--- config.mk ---
export PLATFORM = sky130hd
export DESIGN_NAME = servo_io_routing
export DESIGN_NICKNAME = d
export VERILOG_FILES = /design/src/include/servo_io_pkg.sv /design/src/rtl/pin_sync.sv /design/src/rtl/servo_io_routing.sv
export SDC_FILE = /design/constraint.sdc
export NUM_CORES = 1
export LEC_CHECK = 0
export BUFFER_PORTS_ARGS = -buffer_cell sky130_fd_sc_hd__buf_4
export CAP_MARGIN = 5
export CELL_PAD_IN_SITES_DETAIL_PLACEMENT = 2
export CELL_PAD_IN_SITES_GLOBAL_PLACEMENT = 2
export CORE_MARGIN = 2
export CORE_UTILIZATION = 35
export CTS_CLUSTER_SIZE = 12
export DETAILED_ROUTE_END_ITERATION = 7
export HOLD_SLACK_MARGIN = 0.15
export MAX_ROUTING_LAYER = met4
export PLACE_DENSITY = 0.73
export SLEW_MARGIN = 10
export SYNTH_ARGS = -nofsm -noshare
export SYNTH_HDL_FRONTEND = slang
export SYNTH_SLANG_ARGS = --single-unit
--- constraint.sdc ---
create_clock -name clock_i -period 6.64 [get_ports clock_i]
set_input_delay 0.332 -clock clock_i [delete_from_list [all_inputs] [get_ports clock_i]]
set_output_delay 0.332 -clock clock_i [all_outputs]
set_load 0.03 [all_outputs]
--- src/include/servo_io_pkg.sv ---
// Constants, field layouts and carrier types for the servo I/O routing block
package servo_io_pkg;

  // Widths and counts
  localparam int ADDR_W = 8;
  localparam int DATA_W = 32;
  localparam int NUM_IN_PINS = 8;
  localparam int NUM_OUT_PINS = 4;
  localparam int NUM_IN_FUNC = 9;
  localparam int NUM_OUT_FUNC = 9;
  localparam int SEL_W = 4;
  localparam int SEL_REG_W = 16;
  localparam int SEL_BANK_W = 64;
  localparam int ROT_W = 14;
  localparam int SPEED_W = 16;
  localparam int IRQ_W = 4;
  localparam int MON_FUNC_LSB = 16;

  // Register byte offsets
  localparam logic [ADDR_W-1:0] OFS_IN_SEL_A = 8'h00;
  localparam logic [ADDR_W-1:0] OFS_IN_SEL_B = 8'h04;
  localparam logic [ADDR_W-1:0] OFS_IN_SEL_C = 8'h08;
  localparam logic [ADDR_W-1:0] OFS_IN_SEL_D = 8'h0C;
  localparam logic [ADDR_W-1:0] OFS_OUT_SEL_A = 8'h10;
  localparam logic [ADDR_W-1:0] OFS_OUT_SEL_B = 8'h14;
  localparam logic [ADDR_W-1:0] OFS_OUT_SEL_C = 8'h18;
  localparam logic [ADDR_W-1:0] OFS_OUT_SEL_D = 8'h1C;
  localparam logic [ADDR_W-1:0] OFS_ROT_THR = 8'h20;
  localparam logic [ADDR_W-1:0] OFS_IN_MON = 8'h24;
  localparam logic [ADDR_W-1:0] OFS_OUT_MON = 8'h28;
  localparam logic [ADDR_W-1:0] OFS_IRQ_STAT = 8'h2C;
  localparam logic [ADDR_W-1:0] OFS_IRQ_MASK = 8'h30;

  // Selector codes
  localparam logic [SEL_W-1:0] SEL_PIN_LAST = 4'h7;
  localparam logic [SEL_W-1:0] SEL_OFF = 4'h8;
  localparam logic [SEL_W-1:0] SEL_ON = 4'h9;

  // Reset values
  localparam logic [SEL_BANK_W-1:0] IN_SEL_RST =
    {16'h0008, 16'h6543, 16'h8802, 16'h1000};
  localparam logic [SEL_BANK_W-1:0] OUT_SEL_RST =
    {16'h0000, 16'h0001, 16'h0000, 16'h0000};
  localparam logic [ROT_W-1:0] ROT_THR_RST = 14'h0014;
  localparam logic [DATA_W-1:0] ROT_THR_LIMIT = 32'h0000_2710;

  // Input function indices
  localparam int IF_FWD_PROHIBIT = 0;
  localparam int IF_REV_PROHIBIT = 1;
  localparam int IF_FWD_TORQUE = 2;
  localparam int IF_REV_TORQUE = 3;
  localparam int IF_HOMING_DECEL = 4;
  localparam int IF_LATCH_1 = 5;
  localparam int IF_LATCH_2 = 6;
  localparam int IF_LATCH_3 = 7;
  localparam int IF_FORCED_STOP = 8;

  // Output function indices
  localparam int OF_POS_DONE = 0;
  localparam int OF_SPEED_MATCH = 1;
  localparam int OF_ROT_DETECT = 2;
  localparam int OF_READY = 3;
  localparam int OF_BRAKE = 4;
  localparam int OF_NEAR = 5;
  localparam int OF_WARN = 6;
  localparam int OF_FAULT = 7;
  localparam int OF_TORQUE_DET = 8;

  // Nibble position of each function's selector in its bank
  localparam int IN_NIB [NUM_IN_FUNC] = '{3, 4, 6, 7, 8, 9, 10, 11, 12};
  localparam int OUT_NIB [NUM_OUT_FUNC] = '{0, 1, 2, 3, 4, 5, 7, 8, 12};
  // Functions asserted by a closed contact
  localparam logic [NUM_IN_FUNC-1:0] IN_ACT_LOW = 9'h0FC;

  // Interrupt status bits
  localparam int IRQ_FAULT = 0;
  localparam int IRQ_WARN = 1;
  localparam int IRQ_ROT = 2;
  localparam int IRQ_FORCED_STOP_IN = 3;

  typedef struct packed {
    logic forced_stop_in;
    logic latch_in_3;
    logic latch_in_2;
    logic latch_in_1;
    logic homing_decel_switch;
    logic rev_torque_limit_in;
    logic fwd_torque_limit_in;
    logic rev_drive_prohibit;
    logic fwd_drive_prohibit;
  } in_func_type;

  typedef struct packed {
    logic [SPEED_W-1:0] motor_speed;
    logic fault;
    logic warn;
    logic torque_det;
    logic near;
    logic brake;
    logic ready;
    logic speed_match;
    logic pos_done;
  } drive_status_type;

  typedef struct packed {
    logic wr;
    logic rd;
    logic [ADDR_W-1:0] addr;
    logic [DATA_W-1:0] wdata;
  } reg_req_type;

  typedef struct packed {
    logic [NUM_IN_PINS-1:0] s2;
    logic [NUM_IN_PINS-1:0] s1;
  } sync_type;

  typedef struct packed {
    logic [SEL_BANK_W-1:0] in_sel;
    logic [SEL_BANK_W-1:0] out_sel;
    logic [ROT_W-1:0] rot_thr;
    logic [IRQ_W-1:0] irq_stat;
    logic [IRQ_W-1:0] irq_mask;
    logic [NUM_IN_FUNC-1:0] in_func;
    logic [NUM_OUT_FUNC-1:0] out_func;
    logic [NUM_OUT_PINS-1:0] out_pins;
    logic fault_d;
    logic warn_d;
    logic rot_d;
    logic stop;
    logic [DATA_W-1:0] rdata;
  } core_type;

  localparam core_type CORE_RST = '{
    in_sel: IN_SEL_RST,
    out_sel: OUT_SEL_RST,
    rot_thr: ROT_THR_RST,
    default: '0
  };

endpackage

--- src/rtl/pin_sync.sv ---
// Two-stage synchroniser for the physical input pins
`timescale 1ns/1ps
module pin_sync (
  // Clock and reset
  input wire logic clock_i,
  input wire logic rst_i,
  input wire logic ce_i,
  // Pins
  input wire logic [servo_io_pkg::NUM_IN_PINS-1:0] pins_i,
  output logic [servo_io_pkg::NUM_IN_PINS-1:0] pins_o
);
  import servo_io_pkg::*;

  sync_type q;
  sync_type d;

  always_comb begin
    d.s1 = pins_i;
    d.s2 = q.s1;
  end

  always_ff @(posedge clock_i or posedge rst_i) begin
    if (rst_i) begin
      q <= '0;
    end else if (ce_i) begin
      q <= d;
    end
  end

  assign pins_o = q.s2;

endmodule

--- src/rtl/servo_io_routing.sv ---
// Servo drive I/O signal routing, polarity, status outputs and registers
//
// The address-and-strobe port and the register addresses are this design's own decisions.
`timescale 1ns/1ps
module servo_io_routing (
  // Clock, reset and enable
  input wire logic clock_i,
  input wire logic rst_i,
  input wire logic ce_i,
  // Register port
  input wire servo_io_pkg::reg_req_type reg_i,
  output logic [servo_io_pkg::DATA_W-1:0] rdata_o,
  // Connector pins
  input wire logic [servo_io_pkg::NUM_IN_PINS-1:0] in_pins_i,
  output logic [servo_io_pkg::NUM_OUT_PINS-1:0] out_pins_o,
  // Drive core
  input wire servo_io_pkg::drive_status_type status_i,
  input wire logic [servo_io_pkg::NUM_OUT_FUNC-1:0] mode_eval_i,
  output servo_io_pkg::in_func_type in_func_o,
  output logic stop_o,
  // Interrupt
  output logic irq_o
);
  import servo_io_pkg::*;

  core_type q;
  core_type d;
  logic [NUM_IN_PINS-1:0] pins_s;

  // Pins enter the clock domain here
  pin_sync u_sync (
    .clock_i(clock_i),
    .rst_i(rst_i),
    .ce_i(ce_i),
    .pins_i(in_pins_i),
    .pins_o(pins_s)
  );

  always_comb begin
    logic [SEL_W-1:0] sel;
    logic contact;
    logic rot_now;
    logic [NUM_OUT_FUNC-1:0] ofunc;
    logic [IRQ_W-1:0] ev;
    logic [IRQ_W-1:0] clr;
    logic [DATA_W-1:0] rd_data;
    logic acc;
    sel = '0;
    contact = 1'b0;
    rot_now = 1'b0;
    ofunc = '0;
    ev = '0;
    clr = '0;
    rd_data = '0;
    acc = 1'b0;
    d = q;

    // Input decode; each function reads its own field
    for (int f = 0; f < NUM_IN_FUNC; f++) begin
      sel = q.in_sel[IN_NIB[f]*SEL_W +: SEL_W];
      contact = pins_s[sel[2:0]];
      if (sel == SEL_OFF) begin
        d.in_func[f] = 1'b0;
      end else if (sel == SEL_ON) begin
        d.in_func[f] = 1'b1;
      end else if (sel <= SEL_PIN_LAST) begin
        if (IN_ACT_LOW[f]) begin
          d.in_func[f] = contact;
        end else begin
          d.in_func[f] = !contact;
        end
      end else begin
        // Codes above 9 are treated like unassigned
        d.in_func[f] = 1'b0;
      end
    end

    // Output function conditions, 1 = contact closed
    rot_now = status_i.motor_speed > {2'h0, q.rot_thr};
    ofunc[OF_POS_DONE] = status_i.pos_done;
    ofunc[OF_SPEED_MATCH] = status_i.speed_match;
    ofunc[OF_ROT_DETECT] = rot_now;
    ofunc[OF_READY] = status_i.ready;
    ofunc[OF_BRAKE] = status_i.brake;
    ofunc[OF_NEAR] = status_i.near;
    ofunc[OF_WARN] = status_i.warn;
    ofunc[OF_FAULT] = !status_i.fault;
    ofunc[OF_TORQUE_DET] = status_i.torque_det;
    d.out_func = ofunc & mode_eval_i;

    // Output pin code n drives pin n-1; code 0 leaves it unassigned
    for (int p = 0; p < NUM_OUT_PINS; p++) begin
      acc = 1'b0;
      for (int f = 0; f < NUM_OUT_FUNC; f++) begin
        sel = q.out_sel[OUT_NIB[f]*SEL_W +: SEL_W];
        if (sel == SEL_W'(p + 1)) begin
          acc = acc ^ d.out_func[f];
        end
      end
      d.out_pins[p] = acc;
    end

    // Alarm stops operation, a warning does not
    d.stop = status_i.fault;

    // Event edges
    d.fault_d = status_i.fault;
    d.warn_d = status_i.warn;
    d.rot_d = rot_now;
    ev[IRQ_FAULT] = status_i.fault & !q.fault_d;
    ev[IRQ_WARN] = status_i.warn & !q.warn_d;
    ev[IRQ_ROT] = rot_now & !q.rot_d;
    ev[IRQ_FORCED_STOP_IN] = d.in_func[IF_FORCED_STOP] & !q.in_func[IF_FORCED_STOP];

    // Register writes
    if (reg_i.wr) begin
      unique case (reg_i.addr)
        OFS_IN_SEL_A: d.in_sel[0*SEL_REG_W +: SEL_REG_W] =
          reg_i.wdata[SEL_REG_W-1:0];
        OFS_IN_SEL_B: d.in_sel[1*SEL_REG_W +: SEL_REG_W] =
          reg_i.wdata[SEL_REG_W-1:0];
        OFS_IN_SEL_C: d.in_sel[2*SEL_REG_W +: SEL_REG_W] =
          reg_i.wdata[SEL_REG_W-1:0];
        OFS_IN_SEL_D: d.in_sel[3*SEL_REG_W +: SEL_REG_W] =
          reg_i.wdata[SEL_REG_W-1:0];
        OFS_OUT_SEL_A: d.out_sel[0*SEL_REG_W +: SEL_REG_W] =
          reg_i.wdata[SEL_REG_W-1:0];
        OFS_OUT_SEL_B: d.out_sel[1*SEL_REG_W +: SEL_REG_W] =
          reg_i.wdata[SEL_REG_W-1:0];
        OFS_OUT_SEL_C: d.out_sel[2*SEL_REG_W +: SEL_REG_W] =
          reg_i.wdata[SEL_REG_W-1:0];
        OFS_OUT_SEL_D: d.out_sel[3*SEL_REG_W +: SEL_REG_W] =
          reg_i.wdata[SEL_REG_W-1:0];
        OFS_ROT_THR: begin
          // Out-of-range values are dropped, old threshold kept
          if (reg_i.wdata <= ROT_THR_LIMIT) begin
            d.rot_thr = reg_i.wdata[ROT_W-1:0];
          end
        end
        OFS_IRQ_STAT: clr = reg_i.wdata[IRQ_W-1:0];
        OFS_IRQ_MASK: d.irq_mask = reg_i.wdata[IRQ_W-1:0];
        default: ;
      endcase
    end
    // A new event wins over a clear in the same cycle
    d.irq_stat = (q.irq_stat & ~clr) | ev;

    // Register reads, data valid in the next cycle only
    if (reg_i.rd) begin
      unique case (reg_i.addr)
        OFS_IN_SEL_A: rd_data[SEL_REG_W-1:0] =
          q.in_sel[0*SEL_REG_W +: SEL_REG_W];
        OFS_IN_SEL_B: rd_data[SEL_REG_W-1:0] =
          q.in_sel[1*SEL_REG_W +: SEL_REG_W];
        OFS_IN_SEL_C: rd_data[SEL_REG_W-1:0] =
          q.in_sel[2*SEL_REG_W +: SEL_REG_W];
        OFS_IN_SEL_D: rd_data[SEL_REG_W-1:0] =
          q.in_sel[3*SEL_REG_W +: SEL_REG_W];
        OFS_OUT_SEL_A: rd_data[SEL_REG_W-1:0] =
          q.out_sel[0*SEL_REG_W +: SEL_REG_W];
        OFS_OUT_SEL_B: rd_data[SEL_REG_W-1:0] =
          q.out_sel[1*SEL_REG_W +: SEL_REG_W];
        OFS_OUT_SEL_C: rd_data[SEL_REG_W-1:0] =
          q.out_sel[2*SEL_REG_W +: SEL_REG_W];
        OFS_OUT_SEL_D: rd_data[SEL_REG_W-1:0] =
          q.out_sel[3*SEL_REG_W +: SEL_REG_W];
        OFS_ROT_THR: rd_data[ROT_W-1:0] = q.rot_thr;
        OFS_IN_MON: begin
          rd_data[NUM_IN_PINS-1:0] = pins_s;
          rd_data[MON_FUNC_LSB +: NUM_IN_FUNC] = q.in_func;
        end
        OFS_OUT_MON: begin
          rd_data[NUM_OUT_PINS-1:0] = q.out_pins;
          rd_data[MON_FUNC_LSB +: NUM_OUT_FUNC] = q.out_func;
        end
        OFS_IRQ_STAT: rd_data[IRQ_W-1:0] = q.irq_stat;
        OFS_IRQ_MASK: rd_data[IRQ_W-1:0] = q.irq_mask;
        default: ;
      endcase
    end
    d.rdata = rd_data;
  end

  always_ff @(posedge clock_i or posedge rst_i) begin
    if (rst_i) begin
      q <= CORE_RST;
    end else if (ce_i) begin
      q <= d;
    end
  end

  assign rdata_o = q.rdata;
  assign out_pins_o = q.out_pins;
  assign in_func_o = in_func_type'(q.in_func);
  assign stop_o = q.stop;
  assign irq_o = |(q.irq_stat & q.irq_mask);

  logic [SEL_W-1:0] sel_fwd;
  logic [SEL_W-1:0] sel_ptq;
  logic route_fwd;
  logic route_ptq;
  logic [SEL_W-1:0] sel_dec;
  logic [DATA_W-1:0] wdata_lim;
  assign sel_fwd = q.in_sel[IN_NIB[IF_FWD_PROHIBIT]*SEL_W +: SEL_W];
  assign sel_ptq = q.in_sel[IN_NIB[IF_FWD_TORQUE]*SEL_W +: SEL_W];
  assign route_fwd = pins_s[sel_fwd[2:0]];
  assign route_ptq = pins_s[sel_ptq[2:0]];
  assign sel_dec = q.in_sel[IN_NIB[IF_HOMING_DECEL]*SEL_W +: SEL_W];
  assign wdata_lim = ROT_THR_LIMIT;
endmodule

After elaboration in Yosys (flattened, before gate mapping)

Index checks and enable logic that the tools add are counted.

Register bits after elaboration: 216
Bits of input ports: 86
Output and inout bits: 47
Word-level logic and storage cells: 256

Order comparisons: 20
Eq/ne operators: 66
Mux-type cells: 89
Bitwise operators: 41
Reductions and logical operators: 20

Operators with widths:

| kind                                                             | number |
|---|---|
| equality test 4 x 2 -> 1 bit, second input constant              | 18 |
| equality test 4 bit, second input constant                       | 18 |
| 2-to-1 mux 1 bit                                                 | 72 |
| one-hot mux 6 bit (9 select lines)                               | 1 |
| one-hot mux 4 bit (13 select lines)                              | 1 |
| equality test 8 x 6 -> 1 bit, second input constant              | 5 |
| one-hot mux 4 bit (10 select lines)                              | 1 |
| equality test 4 x 1 -> 1 bit, second input constant              | 9 |
| equality test 4 x 3 -> 1 bit, second input constant              | 9 |
| less-or-equal comparator 4 x 3 -> 1 bit, second input constant   | 9 |
| less-than comparator 3 x 4 -> 1 bit, second input constant       | 9 |
| equality test 8 x 5 -> 1 bit, second input constant              | 4 |
| less-or-equal comparator 32 x 14 -> 1 bit, second input constant | 1 |
| XOR 1 bit                                                        | 32 |
| binary-select mux 1 bit (select 3 bit)                           | 9 |
| AND reduction 3 bit                                              | 9 |
| 2-to-1 mux 25 bit                                                | 1 |
| one-hot mux 9 bit (2 select lines)                               | 1 |
| equality test 8 x 4 -> 1 bit, second input constant              | 2 |
| > comparator 16 x 14 -> 1 bit                                    | 1 |
| one-hot mux 2 bit (8 select lines)                               | 1 |
| bitwise AND 9 bit                                                | 1 |
| bitwise AND 4 bit                                                | 2 |
| equality test 8 x 3 -> 1 bit, second input constant              | 1 |
| other kinds (8)                                                  | 19 |

Depth between registers and ports, before layout

Depth in word-level cells: 19
Gate-level depth with buffers: 9
Gate-level depth less buffers: 9

Cells and area by module

Synthesis repeated with hierarchy kept, for this count alone.

Cell total of the unflattened synthesis: 1079
Area total of the unflattened synthesis: 11840.1 µm²

By module, submodules not included:

| module           | instances | cells each | area an instance (µm²) | sequential area each (µm²) |
|---|---|---|---|---|
| servo_io_routing | 1         | 1044       | 11187.0                | 5023.6 |
| pin_sync         | 1         | 35         | 653.1                  | 400.4 |

Worst setup path before layout

No wires, ideal clock.

Path type: reg-to-reg
From: register q[70] in the netlist's numbering
To: register q, in the netlist out_pins_o[3]
Setup time: 125 ps
Data arrival time: 2101 ps
Required time: 6515 ps
Path slack: 4414 ps
Stages on the path, launching flop included: 10
Buffers on the path: 0
Period minus slack after synthesis: 2226 ps
Cells stage by stage: dfstp_2 -> inv_1 -> ha_1 -> nand4_1 -> nor4_1 -> o21ai_0 -> a21boi_1 -> nand4b_1 -> xnor2_1 -> mux2_2

Cells in the longest elaborated chain, start to end: 16

RTL lines:

| what                            | line                    | text |
|---|---|---|
| start, declared                 | servo_io_routing.sv:26  | `core_type q;` |
| start signal, assigned          | servo_io_routing.sv:186 | `q <= CORE_RST;` |
| start signal, assigned          | servo_io_routing.sv:188 | `q <= d;` |
| > comparator 16 x 14 -> 1 bit * | servo_io_routing.sv:79  | `rot_now = status_i.motor_speed > {2'h0, q.rot_thr};` |
| bitwise AND 9 bit *             | servo_io_routing.sv:89  | `d.out_func = ofunc & mode_eval_i;` |
| XOR 1 bit *                     | servo_io_routing.sv:97  | `acc = acc ^ d.out_func[f];` |
| 2-to-1 mux 1 bit *              | servo_io_routing.sv:96  | `if (sel == SEL_W'(p + 1)) begin` |
| XOR 1 bit                       | servo_io_routing.sv:97  |  |
| 2-to-1 mux 1 bit *              | servo_io_routing.sv:96  |  |
| XOR 1 bit                       | servo_io_routing.sv:97  |  |
| 2-to-1 mux 1 bit *              | servo_io_routing.sv:96  |  |
| XOR 1 bit                       | servo_io_routing.sv:97  |  |
| 2-to-1 mux 1 bit *              | servo_io_routing.sv:96  |  |
| XOR 1 bit                       | servo_io_routing.sv:97  |  |
| 2-to-1 mux 1 bit *              | servo_io_routing.sv:96  |  |
| XOR 1 bit                       | servo_io_routing.sv:97  |  |
| 2-to-1 mux 1 bit *              | servo_io_routing.sv:96  |  |
| XOR 1 bit                       | servo_io_routing.sv:97  |  |
| 2-to-1 mux 1 bit *              | servo_io_routing.sv:96  |  |

Every way passes the cells marked *; elsewhere a longest branch is shown, timed or not.
A chain may end at the register's enable or synchronous reset.

Worst setup path after layout

From: register q[79] in the netlist's numbering
To: register q, in the netlist out_pins_o[3]

The elaborated chain is that of the path after synthesis.

==> run metrics <==
status finished, final reports clean; Vias per Instance 5.76; DP HPWL 31600 um; Die Height 189 um; Placer Congestion 0.881; Antenna Cells 0; total power 3200 uW; Max Slew Vio Count 0; area of the multi-input gates 0.00573 sq mm; final hold viol count 0; initial antenna violation count 0; ANT nets after route 0; worst vdd ir 0.178 mV; detailed-route wire length per cell 27.1 um; most common cell in the synthesized netlist dfrtp_1; FF+latch area 0.00542 sq mm; Peak Freq 315 MHz; unrepaired setup endpoints after global routing no; vias post-DR 9444; crit share post-route 47.8%; final hold slack 0.157 ns; layout cells sized above 1 33.0%; global-route usage over all layers 26.0%; clock root buffer clkbuf_16; Rows 67; Setup crit end kind flip-flop; sequential share of the synthesized area 45.5%; P per Cell Area 229 mW/mm^2; die width 189 um; final setup violation count 0; post-synthesis xor/xnor area fraction 2.35%; fillcell total 3502; mux contribution to synthesized area 21.2%; total gr overflow 0; CTS Buf Count 26; Worst Tran Pin Value 1.18 ns; Initial Util 35.6%; Synth Instances 1083; top cells by count, synth dfrtp_1, mux2_2, nor2_1; Max transition margin 20.9%; core area 0.0335 sq mm; CTS sink cnt 216; mean area per synthesized cell 11.0 sq um; Synth Flop Type dfrtp_1; Tmin final 3.18 ns; leading area contributor after synthesis dfrtp_1; Hold WC Path Type input port to flip-flop; port bufs 125; compound-cell area share of the yosys netlist 10.5%; DRT iter0 DRCs 707; DIE AREA 0.0356 sq mm; synthesized area 0.0119 sq mm; CTS tree built; P_leak 0.00607 uW; largest net degree at the start of global routing 102; Synth area leaders dfrtp_1, mux2_2, dfstp_2; area share of the leading cell type in the synthesized netlist 42.2%; number of H-tree levels 1; DRT Wirelength 44500 um; area delta synth->final 17.4%; Synth Area in Simple Gates 12.2%; Worst-Skew Late Latency 0.54 ns; Post-synth EDFFs 0; # IOs 133; flops & latches, synth 216; cell count after placement 1565; # nets final 1271; Placement Setup Slack 3.44 ns; CP max FO 7; drt first pass iters 5; global-route wire length before repair 67000 um; DRC 0; clock skew 0.0149 ns; Arr. time, crit path 3.59 ns; Final WS setup 3.46 ns; adder-cell share of the synthesized area 1.47%; Final Non-Filler Cells 1639; main combinational cell family by area after synthesis multiplexers; WP data required 7.06 ns; Synth async-reset ratio 100%; Max-Cap Viols 0; final setup TNS 0 ns; vias in the first global route 10200; Worst setup SP type flip-flop; warnings from Yosys 0; Worst Setup Path Type flip-flop to flip-flop; CTS clk-pin slew, worst paths 0.06 ns; worst-case clock buffer depth 3; post-synth cell types 72
-- per-stage QoR --
| stage | area [sq um] | util (%) |
|---|---|---|
| 6_report | 14000 | 41.8 |
| 3_3_place_gp | 12900 | 38.5 |
| 2_1_floorplan | 11900 | - |
| 4_1_cts | 14000 | 41.8 |
| 5_1_grt | 14000 | 41.8 |
| 3_5_place_dp | 12900 | 38.5 |
-- per-layer routing --
metal  track usage (%)  wire length [um]
met1              33.9             18900
met2              42.6             21600
met3              2.63              2370
met4              8.44              1600
met5                 -                 0
-- critical path, cell delays in order, from the launching register on --
cell and delay, ns:
dfrtp_1 0.42, inv_1 0.06, ha_1 0.29, nand4_1 0.17, nor4_1 0.70, o21ai_0 0.20, a21boi_1 0.57, nand4b_1 0.21
xnor2_1 0.17, mux2_2 0.27
-- cell type report --
cell class / count / share of cell area, %
Multi-Input combinational cell: 714 / 40.9
Clock inverter: 2 / 0.0893
Timing Repair Buffer: 159 / 8.99
Inverter: 54 / 1.50
Sequential cell: 216 / 38.7
Tap cell: 448 / 4.00
Clock buffer: 46 / 5.76
-- what timing repair did --
item                      CTS  global route
hold endpoints to repair  152             0
gates resized for setup     0             0
setup buffers               0             0
hold buffers               26             0
-- state kept, by name, summed over array words and instances (netlist names) --
name           count
u_sync.d           8
stop_o             1
q                161
out_pins_o         4
rdata_o           25
u_sync.pins_o      8
in_func_o          9
-- where the power goes --
| part | total, uW | internal [uW] | switching [uW] |
|---|---|---|---|
| clock network | 1380 | 815 | 567 |
| registers | 1460 | 1370 | 89.5 |
| logic | 365 | 152 | 213 |
| total | 3200 | 2340 | 870 |
-- cell families after synthesis --
family	count (synthesis)
XOR/XNOR	32
AND/OR/NAND/NOR	259
flip-flops	216
adder cells (fa/ha/maj)	14
multiplexers	212
other	1
AO/OA/AOI/OAI	190
buffers and inverters	159
-- worst paths after layout --
| check | slack [ns] | from | to | depth (start not counted) |
|---|---|---|---|---|
| min reg2reg | 0.48 | q[34] | q[63] | 1 |
| min in group asynchronous | 0.51 | rst_i | q[168] | 3 |
| min | 0.16 | mode_eval_i[0] | q[40] | 3 |
| max in group asynchronous | 4.77 | rst_i | q[178] | 4 |
| max | 3.46 | q[79] | out_pins_o[3] | 9 |
| max reg2reg | 3.46 | q[79] | out_pins_o[3] | 9 |
-- layout by cell type, fill, tap and decap left out, drive strengths merged, types with 4 or more instances in the layout --
cell type      n
xor2          13
nor4bb         4
nand2b         8
dlygate4sd3   26
mux4          12
ha            14
inv           54
a21oi         38
nor3          38
a221oi         4
nor4          11
clkbuf        46
a211oi        11
dfrtp        201
mux2i         29
nor3b          5
nand3b        12
nor2          58
nor2b          7
nand4          7
nand3         29
a221o          4
conb           7
a22o           7
a22oi         34
xnor2         19
dfstp         15
mux2         171
nand2         54
buf          133
o22ai         27
nand4b         9
o21ai         41
Power figures use the tool's default switching activity.
